<file path="src/core/dtcr_pkg.sv">
package dtcr_pkg;
  // ----------------------------------------------------------------------
  // Register offsets (byte addresses)
  // ----------------------------------------------------------------------
  localparam logic [7:0] DTCR_AUX_CTRL_OFS  = 8'h14;
  localparam logic [7:0] DTCR_CORE_CTRL_OFS = 8'h18;
  localparam logic [7:0] DTCR_AUX_CNT_OFS   = 8'h2C;
  localparam logic [7:0] DTCR_CORE_CNT_OFS  = 8'h30;
  localparam logic [7:0] DTCR_CAPTURE_RELOAD_OFS    = 8'h34;
  localparam logic [7:0] DTCR_FLAGS_OFS     = 8'h38;
  localparam logic [7:0] DTCR_IRQ_EN_OFS    = 8'h3C;

  // ----------------------------------------------------------------------
  // Core control field positions
  // ----------------------------------------------------------------------
  localparam int DTCR_C_RELOAD_BIT = 15;
  localparam int DTCR_C_CLR_BIT    = 14;
  localparam int DTCR_C_BPS_LSB    = 11;
  localparam int DTCR_C_TGL_BIT    = 10;
  localparam int DTCR_C_OE_BIT     = 9;
  localparam int DTCR_UDE_BIT      = 8;
  localparam int DTCR_UD_BIT       = 7;
  localparam int DTCR_RUN_BIT      = 6;
  localparam int DTCR_MODE_LSB     = 3;
  localparam int DTCR_PARAM_LSB    = 0;

  // ----------------------------------------------------------------------
  // Aux control field positions
  // ----------------------------------------------------------------------
  localparam int DTCR_A_CAP_BIT    = 15;
  localparam int DTCR_A_CLR_BIT    = 14;
  localparam int DTCR_A_TRIG_LSB   = 12;
  localparam int DTCR_A_THIRD_BIT  = 10;
  localparam int DTCR_A_REMOTE_BIT = 9;

  // Writable masks: reserved bits read zero
  localparam logic [15:0] DTCR_CORE_CTRL_MASK = 16'hDFFF;
  localparam logic [15:0] DTCR_AUX_CTRL_MASK  = 16'hF7DF;
  localparam logic [15:0] DTCR_RESET_VAL      = 16'h0000;

  // Flag bit positions
  localparam int DTCR_F_AUX  = 0;
  localparam int DTCR_F_CORE = 1;
  localparam int DTCR_F_CAP  = 2;

  // Mode codes
  localparam logic [2:0] DTCR_M_TIMER   = 3'h0;
  localparam logic [2:0] DTCR_M_COUNTER = 3'h1;
  localparam logic [2:0] DTCR_M_GATE_LO = 3'h2;
  localparam logic [2:0] DTCR_M_GATE_HI = 3'h3;

  // Longest overall divider, for prescaler width
  localparam int DTCR_MAX_DIV = 2048;
endpackage

</file>
<file path="src/core/dtcr_timer_block.sv">
// ----------------------------------------------------------------------
// Dual timer with capture/reload
// ----------------------------------------------------------------------
//
// Local design decision: strobed register access.
module dtcr_timer_block
  import dtcr_pkg::*;
#(
  parameter int CNT_W = 16
) (
  // Clock and reset
  input  wire logic             clk,
  input  wire logic             reset_n,
  // Register port
  input  wire logic [7:0]       reg_addr,
  input  wire logic [31:0]      reg_wdata,
  input  wire logic             reg_wr,
  input  wire logic             reg_rd,
  output logic      [31:0]      reg_rdata,
  // External pins
  input  wire logic             aux_count_pin,
  input  wire logic             aux_dir_pin,
  input  wire logic             core_count_pin,
  input  wire logic             core_dir_pin,
  input  wire logic             capture_input_pin,
  input  wire logic             third_count_pin,
  input  wire logic             third_dir_pin,
  // Outputs
  output logic                  core_toggle_out_pin,
  output logic                  aux_irq,
  output logic                  core_irq,
  output logic                  capture_irq
);
  localparam int NPIN = 7;
  localparam int PS_W = $clog2(DTCR_MAX_DIV);

  // One free prescaler serves the basic-clock strobe and both
  // timers. Changing the block code mid-run shifts the tick phase,
  // so software should reprogram it with the timers stopped and
  // clear any flag that a stray event may have set.

  // State apart from tgl_prev_r: control, counts, flags, prescaler and the
  // registered copies of every output
  typedef struct packed {
    logic [15:0]      aux_ctrl;
    logic [15:0]      core_ctrl;
    logic [CNT_W-1:0] aux_cnt;
    logic [CNT_W-1:0] core_cnt;
    logic [CNT_W-1:0] capture_reload;
    logic [2:0]       flags;
    logic [2:0]       irq_en;
    logic [PS_W-1:0]  ps;
    logic [31:0]      rdata;
    logic             tgl_out;
    logic [2:0]       irq;
  } dtcr_state_t;

  dtcr_state_t st_r;
  dtcr_state_t st_nxt;

  // Pin bundle and its sampled views
  logic [NPIN-1:0] pins;
  logic [NPIN-1:0] lvl;
  logic [NPIN-1:0] rise;
  logic [NPIN-1:0] fall;
  logic            basic_tick;

  // Packed so one generate loop serves all seven pins
  assign pins = {third_dir_pin, third_count_pin, capture_input_pin, core_dir_pin,
                 core_count_pin, aux_dir_pin, aux_count_pin};

  // ----------------------------------------------------------------------
  // Basic clock strobe
  // ----------------------------------------------------------------------
  // Non-linear block factor: 00->4, 01->2, 10->16, 11->8
  // Returned as log2 so a timer rate is a plain sum of exponents
  function automatic logic [4:0] bps_log(input logic [1:0] code);
    unique case (code)
      2'b00:   bps_log = 5'h2;
      2'b01:   bps_log = 5'h1;
      2'b10:   bps_log = 5'h4;
      default: bps_log = 5'h3;
    endcase
  endfunction

  // Tick when low prescaler bits are all ones, the cycle before they roll over to zero
  // Masked compare avoids a divider per timer; the largest
  // exponent spans the whole prescaler width
  function automatic logic ps_tick(input logic [PS_W-1:0] ps, input logic [4:0] lg);
    logic [PS_W-1:0] m;
    m       = (PS_W'(1) << lg) - PS_W'(1);
    ps_tick = (ps & m) == m;
  endfunction

  // Block code shared by both timers
  logic [1:0] bps;
  assign bps        = st_r.core_ctrl[DTCR_C_BPS_LSB +: 2];
  assign basic_tick = ps_tick(st_r.ps, bps_log(bps));

  // ----------------------------------------------------------------------
  // Input synchronisers
  // ----------------------------------------------------------------------
  // One sampler per pin
  // Pin order: 0 aux count, 1 aux dir, 2 core count,
  // 3 core dir, 4 capture, 5 third count, 6 third dir.
  // Edges lag the pin by two flops plus up to one basic period,
  // so slow pins must hold each level for a full basic period.
  genvar gi;
  generate
    for (gi = 0; gi < NPIN; gi++) begin : g_sync
      dtcr_edge_sync u_sync (
        .clk     (clk),
        .reset_n (reset_n),
        .sample  (basic_tick),
        .pin     (pins[gi]),
        .level   (lvl[gi]),
        .rise    (rise[gi]),
        .fall    (fall[gi])
      );
    end
  endgenerate

  // ----------------------------------------------------------------------
  // Per-timer count enable
  // ----------------------------------------------------------------------
  // Evaluates mode, gate, edge select for one timer
  // Gated modes take the count pin level as the gate.
  // Reserved mode codes fall to the default and never count.
  // Counter mode: param bit 0 picks rising, bit 1 falling.
  // Both bits together count every edge.
  function automatic logic count_en(
    input logic [2:0] mode, input logic [2:0] prm, input logic run,
    input logic [PS_W-1:0] ps, input logic [1:0] bcode,
    input logic gate, input logic e_r, input logic e_f);
    logic tt;
    tt = ps_tick(ps, bps_log(bcode) + {2'b00, prm});
    count_en = 1'b0;
    if (run) begin
      unique case (mode)
        DTCR_M_TIMER:   count_en = tt;
        DTCR_M_GATE_LO: count_en = tt & ~gate;
        DTCR_M_GATE_HI: count_en = tt & gate;
        DTCR_M_COUNTER: count_en = (prm[0] & e_r) | (prm[1] & e_f);
        default:        count_en = 1'b0;                             // reserved codes
      endcase
    end
  endfunction

  // Per-cycle decode of the current state
  logic aux_en;
  logic core_en;
  logic aux_dn;
  logic core_dn;
  logic aux_run;
  logic tgl_rise;
  logic tgl_fall;
  logic cap_ev;
  logic aux_wrap;
  logic core_wrap;
  logic [1:0] trig;

  // Toggle latch edges seen one cycle late from the register
  // The lag keeps the aux counter off the core wrap path,
  // traded for one cycle of latency
  logic tgl_prev_r;
  always_ff @(posedge clk or negedge reset_n) begin
    if (!reset_n) begin
      tgl_prev_r <= 1'b0;
    end else begin
      tgl_prev_r <= st_r.core_ctrl[DTCR_C_TGL_BIT];
    end
  end
  assign tgl_rise = st_r.core_ctrl[DTCR_C_TGL_BIT] & ~tgl_prev_r;
  assign tgl_fall = ~st_r.core_ctrl[DTCR_C_TGL_BIT] & tgl_prev_r;

  // Direction, run and enables
  // With UDE set, down exactly when the direction pin differs from the bit; with it clear, the bit alone.
  // Remote run lets one bit start both timers together.
  always_comb begin
    aux_dn  = st_r.aux_ctrl[DTCR_UD_BIT] ^
              (st_r.aux_ctrl[DTCR_UDE_BIT] & lvl[1]);
    core_dn = st_r.core_ctrl[DTCR_UD_BIT] ^
              (st_r.core_ctrl[DTCR_UDE_BIT] & lvl[3]);
    aux_run = st_r.aux_ctrl[DTCR_A_REMOTE_BIT] ? st_r.core_ctrl[DTCR_RUN_BIT]
                                              : st_r.aux_ctrl[DTCR_RUN_BIT];
    if (st_r.aux_ctrl[DTCR_PARAM_LSB + 2]) begin
      aux_en = count_en({1'b0, st_r.aux_ctrl[4:3]}, st_r.aux_ctrl[2:0], aux_run,
                        st_r.ps, bps, lvl[0], tgl_rise, tgl_fall);
    end else begin
      aux_en = count_en({1'b0, st_r.aux_ctrl[4:3]}, st_r.aux_ctrl[2:0], aux_run,
                        st_r.ps, bps, lvl[0], rise[0], fall[0]);
    end
    if ((st_r.core_ctrl[5:3] == DTCR_M_COUNTER) && st_r.core_ctrl[2]) begin
      core_en = 1'b0;
    end else begin
      core_en = count_en(st_r.core_ctrl[5:3], st_r.core_ctrl[2:0],
                         st_r.core_ctrl[DTCR_RUN_BIT], st_r.ps, bps,
                         lvl[2], rise[2], fall[2]);
    end
    // Capture source and edge select
    // Third-timer source: bit 0 any count-pin edge, bit 1 any
    // direction-pin edge
    trig = st_r.aux_ctrl[DTCR_A_TRIG_LSB +: 2];
    if (st_r.aux_ctrl[DTCR_A_THIRD_BIT]) begin
      cap_ev = (trig[0] & (rise[5] | fall[5])) | (trig[1] & (rise[6] | fall[6]));
    end else begin
      cap_ev = (trig[0] & rise[4]) | (trig[1] & fall[4]);
    end
    // Wrap: all ones counting up, zero counting down
    aux_wrap  = aux_en & (aux_dn ? (st_r.aux_cnt == '0) : (&st_r.aux_cnt));
    core_wrap = core_en & (core_dn ? (st_r.core_cnt == '0) : (&st_r.core_cnt));
  end

  // ----------------------------------------------------------------------
  // Next state
  // ----------------------------------------------------------------------
  // Software writes first; hardware events then take priority
  // A count write in the cycle of a count tick is lost: the
  // tick wins, as does a flag set over a flag clear.
  // Reload and clear-on-capture override the plain step,
  // and clear-on-capture overrides a reload in the same cycle.
  always_comb begin
    st_nxt    = st_r;
    st_nxt.ps = st_r.ps + PS_W'(1);

    // Register writes
    if (reg_wr) begin
      unique case (reg_addr)
        DTCR_AUX_CTRL_OFS:  st_nxt.aux_ctrl  = reg_wdata[15:0] & DTCR_AUX_CTRL_MASK;
        DTCR_CORE_CTRL_OFS: st_nxt.core_ctrl = reg_wdata[15:0] & DTCR_CORE_CTRL_MASK;
        DTCR_AUX_CNT_OFS:   st_nxt.aux_cnt   = reg_wdata[CNT_W-1:0];
        DTCR_CORE_CNT_OFS:  st_nxt.core_cnt  = reg_wdata[CNT_W-1:0];
        DTCR_CAPTURE_RELOAD_OFS:    st_nxt.capture_reload    = reg_wdata[CNT_W-1:0];
        DTCR_FLAGS_OFS:     st_nxt.flags     = st_r.flags & ~reg_wdata[2:0];
        DTCR_IRQ_EN_OFS:    st_nxt.irq_en    = reg_wdata[2:0];
        default:            st_nxt.aux_ctrl  = st_nxt.aux_ctrl;
      endcase
    end

    // Aux timer counting
    // Wrap is detected on the old value, before the step
    if (aux_en) begin
      st_nxt.aux_cnt = aux_dn ? st_r.aux_cnt - CNT_W'(1) : st_r.aux_cnt + CNT_W'(1);
    end
    if (aux_wrap) begin
      st_nxt.flags[DTCR_F_AUX] = 1'b1;
    end

    // Core timer counting, reload and toggle
    // Reload replaces the wrapped value, so the period is one tick
    // more than the distance from the reload value to the wrap point
    if (core_en) begin
      st_nxt.core_cnt = core_dn ? st_r.core_cnt - CNT_W'(1) : st_r.core_cnt + CNT_W'(1);
    end
    if (core_wrap) begin
      st_nxt.flags[DTCR_F_CORE] = 1'b1;
      st_nxt.core_ctrl[DTCR_C_TGL_BIT] = ~st_r.core_ctrl[DTCR_C_TGL_BIT];
      if (st_r.core_ctrl[DTCR_C_RELOAD_BIT]) begin
        st_nxt.core_cnt = st_r.capture_reload;
      end
    end

    // Capture event
    // Flag sets on every selected edge, even with capture off
    if (cap_ev) begin
      st_nxt.flags[DTCR_F_CAP] = 1'b1;
      if (st_r.aux_ctrl[DTCR_A_CAP_BIT]) begin
        st_nxt.capture_reload = st_r.aux_cnt;
      end
      if (st_r.aux_ctrl[DTCR_A_CLR_BIT]) begin
        st_nxt.aux_cnt = '0;
      end
      if (st_r.core_ctrl[DTCR_C_CLR_BIT]) begin
        st_nxt.core_cnt = '0;
      end
    end

    // Read data, valid only the cycle after the strobe
    // Zero outside the answer cycle so slaves can share an OR bus
    st_nxt.rdata = '0;
    if (reg_rd) begin
      unique case (reg_addr)
        DTCR_AUX_CTRL_OFS:  st_nxt.rdata = {16'h0000, st_r.aux_ctrl};
        DTCR_CORE_CTRL_OFS: st_nxt.rdata = {16'h0000, st_r.core_ctrl};
        DTCR_AUX_CNT_OFS:   st_nxt.rdata = 32'(st_r.aux_cnt);
        DTCR_CORE_CNT_OFS:  st_nxt.rdata = 32'(st_r.core_cnt);
        DTCR_CAPTURE_RELOAD_OFS:    st_nxt.rdata = 32'(st_r.capture_reload);
        DTCR_FLAGS_OFS:     st_nxt.rdata = {29'h0, st_r.flags};
        DTCR_IRQ_EN_OFS:    st_nxt.rdata = {29'h0, st_r.irq_en};
        default:            st_nxt.rdata = '0;
      endcase
    end

    // Registered outputs
    // Taken from the next state so pins change on the same edge
    // as the registers they mirror, with no extra cycle of lag;
    // the output is low whenever its enable is clear
    st_nxt.tgl_out = st_nxt.core_ctrl[DTCR_C_OE_BIT] &
                     st_nxt.core_ctrl[DTCR_C_TGL_BIT];
    st_nxt.irq     = st_nxt.flags & st_nxt.irq_en;
  end

  // ----------------------------------------------------------------------
  // State register
  // ----------------------------------------------------------------------
  // Block state apart from tgl_prev_r in one register; async reset to zero
  always_ff @(posedge clk or negedge reset_n) begin
    if (!reset_n) begin
      st_r <= '0;
    end else begin
      st_r <= st_nxt;
    end
  end

  // Every output straight from the state register
  assign reg_rdata           = st_r.rdata;
  assign core_toggle_out_pin = st_r.tgl_out;
  assign aux_irq             = st_r.irq[DTCR_F_AUX];
  assign core_irq            = st_r.irq[DTCR_F_CORE];
  assign capture_irq         = st_r.irq[DTCR_F_CAP];
endmodule

</file>
<file path="src/core/dtcr_edge_sync.sv">
// Two-flop synchroniser plus basic-clock sampler with edge outputs
module dtcr_edge_sync
  import dtcr_pkg::*;
(
  // Clock and reset
  input  wire logic clk,
  input  wire logic reset_n,
  // Sample strobe
  input  wire logic sample,
  // Pin
  input  wire logic pin,
  // Sampled level and edges
  output logic      level,
  output logic      rise,
  output logic      fall
);
  typedef struct packed {
    logic s1;
    logic s2;
    logic smp;
    logic rise;
    logic fall;
  } dtcr_es_t;

  dtcr_es_t st_r;
  dtcr_es_t st_nxt;

  // ----------------------------------------------------------------------
  // Sampling
  // ----------------------------------------------------------------------
  // Edge only when two basic-clock samples differ
  always_comb begin
    st_nxt      = st_r;
    st_nxt.s1   = pin;
    st_nxt.s2   = st_r.s1;
    st_nxt.rise = 1'b0;
    st_nxt.fall = 1'b0;
    if (sample) begin
      st_nxt.smp  = st_r.s2;
      st_nxt.rise = st_r.s2 & ~st_r.smp;
      st_nxt.fall = ~st_r.s2 & st_r.smp;
    end
  end

  // State register
  always_ff @(posedge clk or negedge reset_n) begin
    if (!reset_n) begin
      st_r <= '0;
    end else begin
      st_r <= st_nxt;
    end
  end

  assign level = st_r.smp;
  assign rise  = st_r.rise;
  assign fall  = st_r.fall;
endmodule

</file>
<file path="config.mk">
export PLATFORM = sky130hd
export DESIGN_NAME = dtcr_timer_block
export DESIGN_NICKNAME = d
export VERILOG_FILES = /design/src/core/dtcr_pkg.sv /design/src/core/dtcr_timer_block.sv /design/src/core/dtcr_edge_sync.sv
export SDC_FILE = /design/constraint.sdc
export NUM_CORES = 1
export LEC_CHECK = 0
export BUFFER_PORTS_ARGS = -buffer_cell sky130_fd_sc_hd__buf_2
export CAP_MARGIN = 20
export CELL_PAD_IN_SITES_DETAIL_PLACEMENT = 1
export CELL_PAD_IN_SITES_GLOBAL_PLACEMENT = 1
export CORE_MARGIN = 2
export CORE_UTILIZATION = 51
export DETAILED_ROUTE_END_ITERATION = 6
export PLACE_DENSITY_LB_ADDON = 0.1
export SLEW_MARGIN = 20
export SYNTH_ARGS = -nofsm -noshare
export SYNTH_HDL_FRONTEND = slang
export SYNTH_HIERARCHICAL = 1
export SYNTH_SLANG_ARGS = --single-unit
</file>
<file path="constraint.sdc">
create_clock -name clk -period 14.3 [get_ports clk]
set_clock_uncertainty 0.2 [all_clocks]
set_input_delay 0.715 -clock clk [delete_from_list [all_inputs] [get_ports clk]]
set_output_delay 0.715 -clock clk [all_outputs]
set_load 0.01 [all_outputs]
</file>
==> results of run 1 <==
-- flip-flops by register name (all words and copies together) (netlist names), 2 cells and up --
| name | flops |
|---|---|
| bps | 2 |
| g_sync.u_sync/fall | 5 |
| g_sync.u_sync/level | 7 |
| g_sync.u_sync/rise | 5 |
| g_sync.u_sync/st_nxt | 7 |
| g_sync.u_sync/st_r | 7 |
| reg_rdata | 16 |
| st_r | 92 |
-- cells in the final DEF, fill, tap and decap left out, types with 32 or more instances in the layout --
| cell | n |
|---|---|
| dfrtp_1 | 146 |
| nor2_1 | 72 |
| mux2_2 | 39 |
| a21oi_1 | 66 |
| inv_1 | 33 |
| nand2_1 | 66 |
| a211oi_1 | 32 |
| buf_2 | 53 |
| mux2i_1 | 39 |
| ha_1 | 46 |
-- final cells by class --
type | instances | area, um2
clock buffer | 17 | 425
clock inverter | 15 | 176
fill | 2002 | 7710
inverter | 33 | 124
multi-input combinational | 700 | 5200
sequential | 146 | 3650
tap | 229 | 287
timing repair buffer | 66 | 387
-- power by group through the flow --
stage	combinational [mW]	clock, mW	sequential (mW)
final	0.436	0.455	0.542
after detailed placement	0.422	0	0.545
after global routing	0.478	0.477	0.547
after global placement	0.392	0	0.541
after CTS	0.431	0.458	0.538
after floorplan	0.324	0	0.506
-- metrics by stage --
step,instance area (um2),instances
after floorplan,9400,959
after global placement,9620,1173
after detailed placement,9620,1173
after CTS,10200,1205
after global routing,10300,1206
final,10300,1206
-- worst max-delay path, delay by kind of cell (launching register included) --
family | cells | cell delay (ns)
AO/OA/AOI/OAI | 7 | 2.06
adder cells (fa/ha/maj) | 3 | 1.00
AND/OR/NAND/NOR | 3 | 0.74
buffers and inverters | 3 | 0.70
flip-flops | 1 | 0.60
-- per-layer routing --
| metal | track usage | share of wire | vias to the layer above |
|---|---|---|---|
| met5 | 0 | 0 | - |
| met4 | 0.0957 | 0.024 | 0 |
| met3 | 0.0492 | 0.058 | 47 |
| met2 | 0.474 | 0.47 | 268 |
| met1 | 0.423 | 0.45 | 4031 |
| li1 | - | - | 3485 |
-- worst max path at each step --
stage                                 endpoint  slack, ns               start
6_report                    st_r[88]$_DFF_PN0_       8.87  bps[0]$_DFFE_PN0P_
5_1_grt                     st_r[88]$_DFF_PN0_       8.57  bps[0]$_DFFE_PN0P_
4_1_cts                     st_r[96]$_DFF_PN0_       8.96  bps[0]$_DFFE_PN0P_
3_5_place_dp               st_r[100]$_DFF_PN0_       8.99  bps[0]$_DFFE_PN0P_
3_3_place_gp                st_r[96]$_DFF_PN0_       9.27  bps[0]$_DFFE_PN0P_
2_1_floorplan  g_sync[0].u_sync/fall$_DFF_PN0_       9.54  bps[0]$_DFFE_PN0P_
==> metrics.md, run 1 <==
| Metric | Value |
|---|---|
| Outcome | finished, violations left |
| Failing checks | design-rule violations |
| Die width | 139 um |
| Mapped Area | 9350 um2 |
| Reg2Reg Setup Slack | just under 9 ns |
| Dpl ws | ~9.0 ns |
| Num Clock Sinks | about 150 |
| Crit Path Class | flop to flop |
| Fin. max-slew vios | 0 |
| Slew headroom | 0.292 |
| R2r worst-path depth | 16 |
| Drt total wl | a little under 30,000 um |
| # Max-Cap Violations | 0 |
| Power share of the clock group | 0.317 |
| Vias | 7,831 |
| Final Util | 0.571 |
| Layout cells sized above 1 | 0.186 |
| Resized cells post-CTS | 0 |
| Comb pwr share | 0.304 |
| Vias per inst | 6.49 |
| Crit-path max cell delay | 0.78 ns |
| Yosys warns | 6 |
| Internal Pwr Total | 0.885 mW |
| Htree depth | 4 |
| Sequential power share | 0.378 |
| P&R area growth vs syn | 9.69% |
| Critical path capture point type | flop |
| Data required, critical path | between 10 and 15 ns |
| All-Layer GR Usage | 0.299 |
| Final period util | 0.380 |
| Port Buffers | 54 |
| Post-CTS Setup Bufs | 0 |
| Detail Placement HPWL | a little over 20,000 um |
| Critical Path Source Type | flop |
| Leakage power total | between 4 and 5 nW |
| CTS tree | built |
| Critical Path AT | 5.55 ns |
| NetSw | 0.548 mW |
| Peak VDD IR | 0.101 mV |
| Unrepaired setup endpoints after global routing | no |
| Syn Inst Count | 944 |
| Worst path slowest cell | a22oi_1 |
| Worst-path fanout max | 31 |
| Clk buf depth | 2 |
| Critical R2R Capture | st_r[88]$_DFF_PN0_ |
| Ports | 87 |
| Initial antenna violation count | 0 |
| Cts bufs inserted | 17 |
| CP most frequent cell | ha_1 |
| Worst-path clk slew | 0.07 ns |
| DR pass1 iterations | 7 |
| Die ar. | 19,400 um2 |
| Pin count of the biggest net entering global routing | 78 |
| Initial Util | 0.520 |
| Nets | 1,065 |
| GP Congestion | approximately 0.84 |
| CORE AREA | between 15,000 and 20,000 um2 |
| Final setup fails | 0 |
| Residual DRC | 4 |
| Critical path, cell by cell | inv_1, ha_1, inv_1, ha_1, a21o_1, a22oi_1, nand3_1, or2_2, ha_1, nand2b_1, o211ai_1, a32o_1, o41ai_4, buf_4, a211oi_1, a211oi_1 |
| Final hold slack | approximately 0.084 ns |
| Tot Pwr | 1.43 mW |
| Sw Ratio | 0.382 |
| ANT nets after route | 0 |
| Worst r2r src | bps[0]$_DFFE_PN0P_ |
| Worst Tran Pin Value | 1.06 ns |
| Cts hold-fix bufs | 0 |
| First-pass GRT wire length | ~46,000 um |
| Clock root buffer | clkbuf_16 |
| Min Tclk post-route | around 5.4 ns |
| Routed length per instance | ~24 um |
| Row Count | 49 |
| Vias in the first global route | 8,115 |
| Final hold vios | 0 |
| Hold WC Path Type | input port to asynchronous set/reset pin |
| Chip Height | 139 um |
| Worst-skew pair later-pin latency | 0.44 ns |
| Power per Cell Area | 140 nW/um2 |
| 1st-iter DRT viols | roughly 730 |
| Fmax | 0.184 GHz |
| Setup WS post-layout | 8.87 ns |
| Total gr overflow | 0 |
| Setup TNS | 0 ns |
| Syn Area/Cell | 9.90 um2 |
| Diodes inserted | 0 |
(Power assumes the default switching activity.)
==> run 2: changes to the inputs <==
- CORE_UTILIZATION: 51 -> 48
- clock period: 14.3 -> 5.1 ns (I/O delays scaled with it)
==> run 2 against run 1 <==
Against the previous run: the run now ends clean; fmax up 16%; power rose to 2.8 times the previous value; via count down 0.17%; final cell count up 5.3%; non-clock buffer count up 28; largest cell class unchanged; largest power group unchanged.
==> metrics.md, run 2 (synthesis gave the netlist of run 1 again) <==
| Metric | Value |
|---|---|
| Outcome | completed |
| Sw Ratio | 0.363 (-0.0197) |
| Internal Pwr Total | 2.58 mW (+190%) |
| Critical R2R Capture | st_r[100]$_DFF_PN0_ |
| Critical Path Source Type | flop |
| Row Count | 51 (+4.1%) |
| Fmax | 0.215 GHz (+16%) |
| CORE AREA | 19,300 um2 (+7.3%) |
| Max FFs per register | 92 (unchanged) |
| Min Tclk post-route | 4.66 ns (-0.768 ns) |
| Die width | 144 um (+3.0%) |
| Critical path, cell by cell | inv_1, ha_1, inv_1, ha_1, a21o_1, a22oi_1, nand3_1, or2_2, ha_1, inv_1, xnor2_1, o2111ai_1, o41ai_4, buf_4, mux2i_1, nor2_1 |
| Vias per inst | 6.16 (-5.2%) |
| Tot Pwr | 4.04 mW (+180%) |
| Vias in the first global route | 8,220 (+1.3%) |
| Setup TNS | 0 ns (unchanged) |
| Ports | 87 (unchanged) |
| Total gr overflow | 0 (unchanged) |
| Comb pwr share | 0.300 (-0.004) |
| Peak VDD IR | 0.224 mV (+120%) |
| Worst-path clk slew | 0.06 ns (about the same) |
| Nets | 1,093 (+2.6%) |
| Reg2Reg Setup Slack | 0.44 ns (-8.43 ns) |
| Power share of the clock group | 0.324 (+0.007) |
| ANT nets after route | 0 (unchanged) |
| Area taken by multi-input logic gates | 5200 um2 (unchanged) |
| Final setup fails | 0 (unchanged) |
| DR pass1 iterations | 5 (-2) |
| Layout cells sized above 1 | 0.189 (+0.00277) |
| CP delay by family, top | compound AO/OA/AOI/OAI gates |
| All-Layer GR Usage | 0.291 (-0.00883) |
| Worst r2r src | bps[1]$_DFFE_PN0P_ |
| Cts bufs inserted | 17 (unchanged) |
| Hold WC Path Type | input port to flop |
| Routed length per instance | 22.9 um (-4.3%) |
| Residual DRC | 0 (-4) |
| P&R area growth vs syn | 13.0% |
| Most frequent cells in the layout | dfrtp_1, nor2_1, nand2_1, a21oi_1, buf_2 |
| Crit Path Class | flop to flop |
| Sequential power share | 0.376 (-0.002) |
| Pin count of the biggest net entering global routing | 82 (+5.1%) |
| Final period util | 0.914 (+0.534) |
| Port Buffers | 54 (unchanged) |
| Vias | 7,818 (-0.17%) |
| Fillcell total | 2,175 (+8.6%) |
| Initial antenna violation count | 0 (unchanged) |
| NetSw | 1.47 mW (+170%) |
| R2r worst-path depth | 16 (unchanged) |
| Top reg by flops | st_r |
| Storage element area | 3650 um2 (unchanged) |
| Num Clock Sinks | 146 (unchanged) |
| Htree depth | 4 (unchanged) |
| GP Congestion | 0.830 (-0.66%) |
| Slew headroom | 0.348 (+0.0563) |
| Hold wc startpoint | reg_wdata[10] |
| # Max-Cap Violations | 0 (unchanged) |
| Final hold vios | 0 (unchanged) |
| Detail Placement HPWL | 20,800 um (+1.8%) |
| Final Util | 0.548 (-0.0229) |
| Worst-path fanout max | 31 (unchanged) |
| Most common cell after layout, fill and taps aside | dfrtp_1 |
| First-pass GRT wire length | 45,800 um (about the same) |
| Clk buf depth | 2 (unchanged) |
| Worst-skew pair later-pin latency | 0.43 ns (about the same) |
| Clock root buffer | clkbuf_16 |
| Die ar. | 20,600 um2 (+6.1%) |
| Worst path slowest cell | dfrtp_1 |
| Drt total wl | 29,100 um (+0.78%) |
| Chip Height | 144 um (+3.0%) |
| Sink of the worst hold path | st_r[127]$_DFFE_PN0P_ |
| WHS Path Cells | 2 |
| Critical Path AT | 4.74 ns (-0.81 ns) |
| Crit-path max cell delay | 0.53 ns (-0.25 ns) |
| Diodes inserted | 0 (unchanged) |
| WP buf/inv | 4 (+1) |
| Leakage power total | 4.80 nW (+2.7%) |
| Initial Util | 0.485 (-0.0353) |
| Worst Tran Pin Value | 0.971 ns (-0.0890 ns) |
| 1st-iter DRT viols | 565 (-22%) |
| Unrepaired setup endpoints after global routing | no |
| Data required, critical path | 5.18 ns (-9.24 ns) |
| Critical path capture point type | flop |
| Power per Cell Area | 383 nW/um2 (+170%) |
| CTS tree | built |
| Fin. max-slew vios | 0 (unchanged) |
run 2: repair_timing:
| action | 4_1_cts | 5_1_grt |
|---|---|---|
| hold endpoints to repair | 104 | 0 |
| hold buffers | 20 | 0 |
| resized for setup | 0 | 0 |
| buffers inserted | 0 | 0 |
run 2: area by class of cell:
cell class / instances / share of cell area
clock buffers: 17 / 0.0403
inverters: 33 / 0.0117
flip-flops and latches: 146 / 0.346
well taps: 265 / 0.0314
repair buffers: 94 / 0.0606
clock inverters: 15 / 0.0174
multi-input cells: 700 / 0.493
run 2: worst max path at each step:
stage	start	to	slack, ns	depth (start not counted)
after floorplan	bps[0]$_DFFE_PN0P_	g_sync[0].u_sync/fall$_DFF_PN0_	0.34	11
after global placement	bps[1]$_DFFE_PN0P_	core_toggle_out_pin$_DFF_PN0_	0.69	14
after detailed placement	bps[1]$_DFFE_PN0P_	aux_irq$_DFF_PN0_	0.52	16
after CTS	bps[1]$_DFFE_PN0P_	st_r[100]$_DFF_PN0_	0.49	16
after global routing	bps[1]$_DFFE_PN0P_	st_r[85]$_DFF_PN0_	0.19	16
final	bps[1]$_DFFE_PN0P_	st_r[100]$_DFF_PN0_	0.44	16
run 2: worst register-to-register path: stages, from the launching register on:
cell and delay (ns):
dfrtp_1 0.53, inv_1 0.17, ha_1 0.40, inv_1 0.10, ha_1 0.28, a21o_1 0.20, a22oi_1 0.24, nand3_1 0.17
or2_2 0.32, ha_1 0.28, inv_1 0.14, xnor2_1 0.13, o2111ai_1 0.17, o41ai_4 0.41, buf_4 0.39, mux2i_1 0.30
nor2_1 0.08
run 2: stage by stage:
step           instance area (um2)  instances  hold WS, ns  setup slack (ns)
3_3_place_gp                  9750       1218        0.133             0.693
4_1_cts                      10600       1270       0.0153             0.486
3_5_place_dp                  9750       1218        0.136             0.524
5_1_grt                      10600       1270       0.0293             0.191
6_report                     10600       1270       0.0281             0.438
2_1_floorplan                 9400        959       -0.241             0.340
run 2: layer usage:
| metal | up-vias | global-route usage | wire [um] | part of all wire |
|---|---|---|---|---|
| met3 | 34 | 0.0470 | 1690 | 0.058 |
| met5 | - | 0 | 0 | 0 |
| li1 | 3552 | - | - | - |
| met2 | 257 | 0.461 | 13800 | 0.47 |
| met1 | 3975 | 0.411 | 13100 | 0.45 |
| met4 | 0 | 0.0846 | 459 | 0.016 |
run 2: power by group through the flow:
stage | registers [mW] | logic (mW) | clock network [mW]
after floorplan | 1.42 | 0.907 | 0
after global placement | 1.52 | 1.11 | 0
after detailed placement | 1.53 | 1.18 | 0
after CTS | 1.51 | 1.21 | 1.33
after global routing | 1.54 | 1.34 | 1.38
final | 1.52 | 1.21 | 1.31
==> run 3: changes to the inputs <==
- SLEW_MARGIN: 20 -> not set
- clock period: 5.1 -> 4.4 ns (I/O delays scaled with it)
==> run 3 against run 2 <==
Against the previous run: hold slack worse by 0.00094 ns; core utilization up 0.51 points; worst setup slack worse by 0.23 ns; clock-buffer cell count unchanged; register-to-register slack worse by 0.23 ns; critical path type unchanged; non-clock buffer count up 13; via count about the same.
==> metrics.md, run 3 (synthesis gave the netlist of run 1 again) <==
| Metric | Value |
|---|---|
| Crit-path max cell delay | 0.43 ns (-0.10 ns) |
| Worst Tran Pin Value | 0.972 ns (+0.00139 ns) |
| Critical path capture point type | flop |
| Clk buf depth | 2 (unchanged) |
| Initial antenna violation count | 1 (+1) |
| Vias in the first global route | 7,987 (-2.8%) |
| Cts bufs inserted | 17 (unchanged) |
| Area taken by multi-input logic gates | 5230 um2 (+0.58%) |
| Sw Ratio | 0.374 (+0.0112) |
| Final hold slack | 0.0272 ns (-0.000940 ns) |
| Htree depth | 4 (unchanged) |
| ANT nets after route | 0 (unchanged) |
| Setup TNS | 0 ns (unchanged) |
| Vias per inst | 6.09 (-1.1%) |
| Layout cells sized above 1 | 0.204 (+0.0153) |
| Sequential power share | 0.382 (+0.006) |
| Routed length per instance | 22.6 um (-1.2%) |
| Hold WC Path Type | input port to flop |
| Final setup fails | 0 (unchanged) |
| Clock root buffer | clkbuf_16 |
| Outcome | completed |
| Critical Path AT | 4.27 ns (-0.47 ns) |
| WHS Path Cells | 2 (unchanged) |
| Fmax | 0.238 GHz (+11%) |
| Min Tclk post-route | 4.20 ns (-0.465 ns) |
| CP delay by family, top | adder cells |
| Row Count | 51 (unchanged) |
| R2r worst-path depth | 17 (+1) |
| Worst-path clk slew | 0.07 ns (about the same) |
| Initial Util | 0.485 (unchanged) |
| Worst path slowest cell | fa_2 |
| Detail Placement HPWL | 21,000 um (+0.68%) |
| First-pass GRT wire length | 46,200 um (+0.88%) |
| Comb pwr share | 0.310 (+0.010) |
| Nets | 1,106 (+1.2%) |
| Peak VDD IR | 0.277 mV (+24%) |
| Slew headroom | 0.352 (+0.00372) |
| Internal Pwr Total | 2.88 mW (+12%) |
| Num Clock Sinks | 146 (unchanged) |
| CTS tree | built |
| All-Layer GR Usage | 0.295 (+0.00463) |
| # Max-Cap Violations | 0 (unchanged) |
| Top reg by flops | st_r |
| Hold wc startpoint | reg_wdata[0] |
| NetSw | 1.72 mW (+17%) |
| Residual DRC | 0 (unchanged) |
| P&R area growth vs syn | 14.0% |
| Critical path, cell by cell | inv_1, ha_1, fa_2, xor3_2, nor3b_4, nand2_2, ha_2, nor2b_2, nand3_1, a211o_1, o211ai_1, and4_1, a21oi_4, buf_12, buf_4, a311oi_1, a211oi_2 |
| Power share of the clock group | 0.307 (-0.017) |
| Die ar. | 20,600 um2 (unchanged) |
| CORE AREA | 19,300 um2 (unchanged) |
| Most frequent cells in the layout | dfrtp_1, nor2_1, nand2_1, a21oi_1, buf_2 |
| Worst-path fanout max | 10 (-68%) |
| WP buf/inv | 3 (-1) |
| Pin count of the biggest net entering global routing | 76 (-7.3%) |
| Crit Path Class | flop to flop |
| Data required, critical path | 4.47 ns (-0.71 ns) |
| Final hold vios | 0 (unchanged) |
| Final period util | 0.954 (+0.0396) |
| Fin. max-slew vios | 0 (unchanged) |
| Max FFs per register | 92 (unchanged) |
| Critical Path Source Type | flop |
| Unrepaired setup endpoints after global routing | no |
| Storage element area | 3650 um2 (unchanged) |
| 1st-iter DRT viols | 693 (+23%) |
| Drt total wl | 29,000 um (-0.10%) |
| GP Congestion | 0.838 (+0.90%) |
| Worst-skew pair later-pin latency | 0.44 ns (about the same) |
| Most common cell after layout, fill and taps aside | dfrtp_1 |
| Final Util | 0.553 (+0.00513) |
| CP Depth | 17 (+1) |
| Port Buffers | 54 (unchanged) |
| Power per Cell Area | 431 nW/um2 (+13%) |
| Total gr overflow | 0 (unchanged) |
| Chip Height | 144 um (unchanged) |
| Fillcell total | 2,190 (+0.69%) |
| Leakage power total | 4.83 nW (+0.65%) |
| Vias | 7,819 (+0.013%) |
| Die width | 144 um (unchanged) |
| Worst r2r src | bps[0]$_DFFE_PN0P_ |
| Setup crit start | bps[0]$_DFFE_PN0P_ |
| DR pass1 iterations | 6 (+1) |
| Ports | 87 (unchanged) |
[run 3: cell count changes in the layout (fill, tap and decap cells not counted), moves of 2 or more]
cell,change
buf_4,+10
bufinv_16,-2
clkinvlp_4,+2
dlygate4sd3_1,+2
ha_1,-4
ha_2,+4
[run 3: power groups by stage]
stage	clock [mW]	sequential (mW)	combinational [mW]
after detailed placement	0	1.77	1.38
after floorplan	0	1.65	1.05
after CTS	1.43	1.74	1.41
after global placement	0	1.76	1.30
final	1.41	1.76	1.43
after global routing	1.49	1.77	1.59
[run 3: per-stage QoR]
stage / setup slack, ns / power [mW] / instance area, um2 / instances
after floorplan: 0.261 / 2.70 / 9400 / 959
after global placement: 0.254 / 3.05 / 9810 / 1226
after detailed placement: 0.0627 / 3.15 / 9810 / 1226
after CTS: 0.0441 / 4.59 / 10600 / 1280
after global routing: 0.0140 / 4.85 / 10700 / 1284
final: 0.204 / 4.60 / 10700 / 1284
[run 3: what timing repair did]
item,in CTS,in global routing
gates resized for setup,0,8
buffers inserted,0,3
hold buffers,22,0
hold endpoints to repair,111,0
setup endpoints to repair,0,22
[run 3: area by class of cell]
cell class,count,share of cell area
Multi-Input combinational cell,700,0.491
Sequential cell,146,0.343
Timing Repair Buffer,107,0.0708
Clock buffer,17,0.0399
Tap cell,265,0.0311
Clock inverter,15,0.0127
Inverter,33,0.0116
Antenna cell,1,0.000235
[run 3: worst paths after layout]
kind / slack (ns) / end
min in group asynchronous: 0.20 / st_r[84]$_DFF_PN0_
max in group asynchronous: 2.77 / st_r[102]$_DFFE_PN0P_
worst max-delay path: 0.20 / st_r[81]$_DFF_PN0_
worst max register to register: 0.20 / st_r[81]$_DFF_PN0_
worst min register to register: 0.15 / g_sync[1].u_sync/st_r[3]$_DFF_PN0_
worst min-delay path: 0.03 / st_r[117]$_DFFE_PN0P_
[run 3: per-layer routing]
layer,wire length (um),up-vias,track usage,part of all wire
met4,590,0,0.0857,0.020
met3,1630,42,0.0440,0.056
met1,13300,3951,0.430,0.46
met5,0,-,0,0
met2,13500,266,0.457,0.47
li1,-,3560,-,-
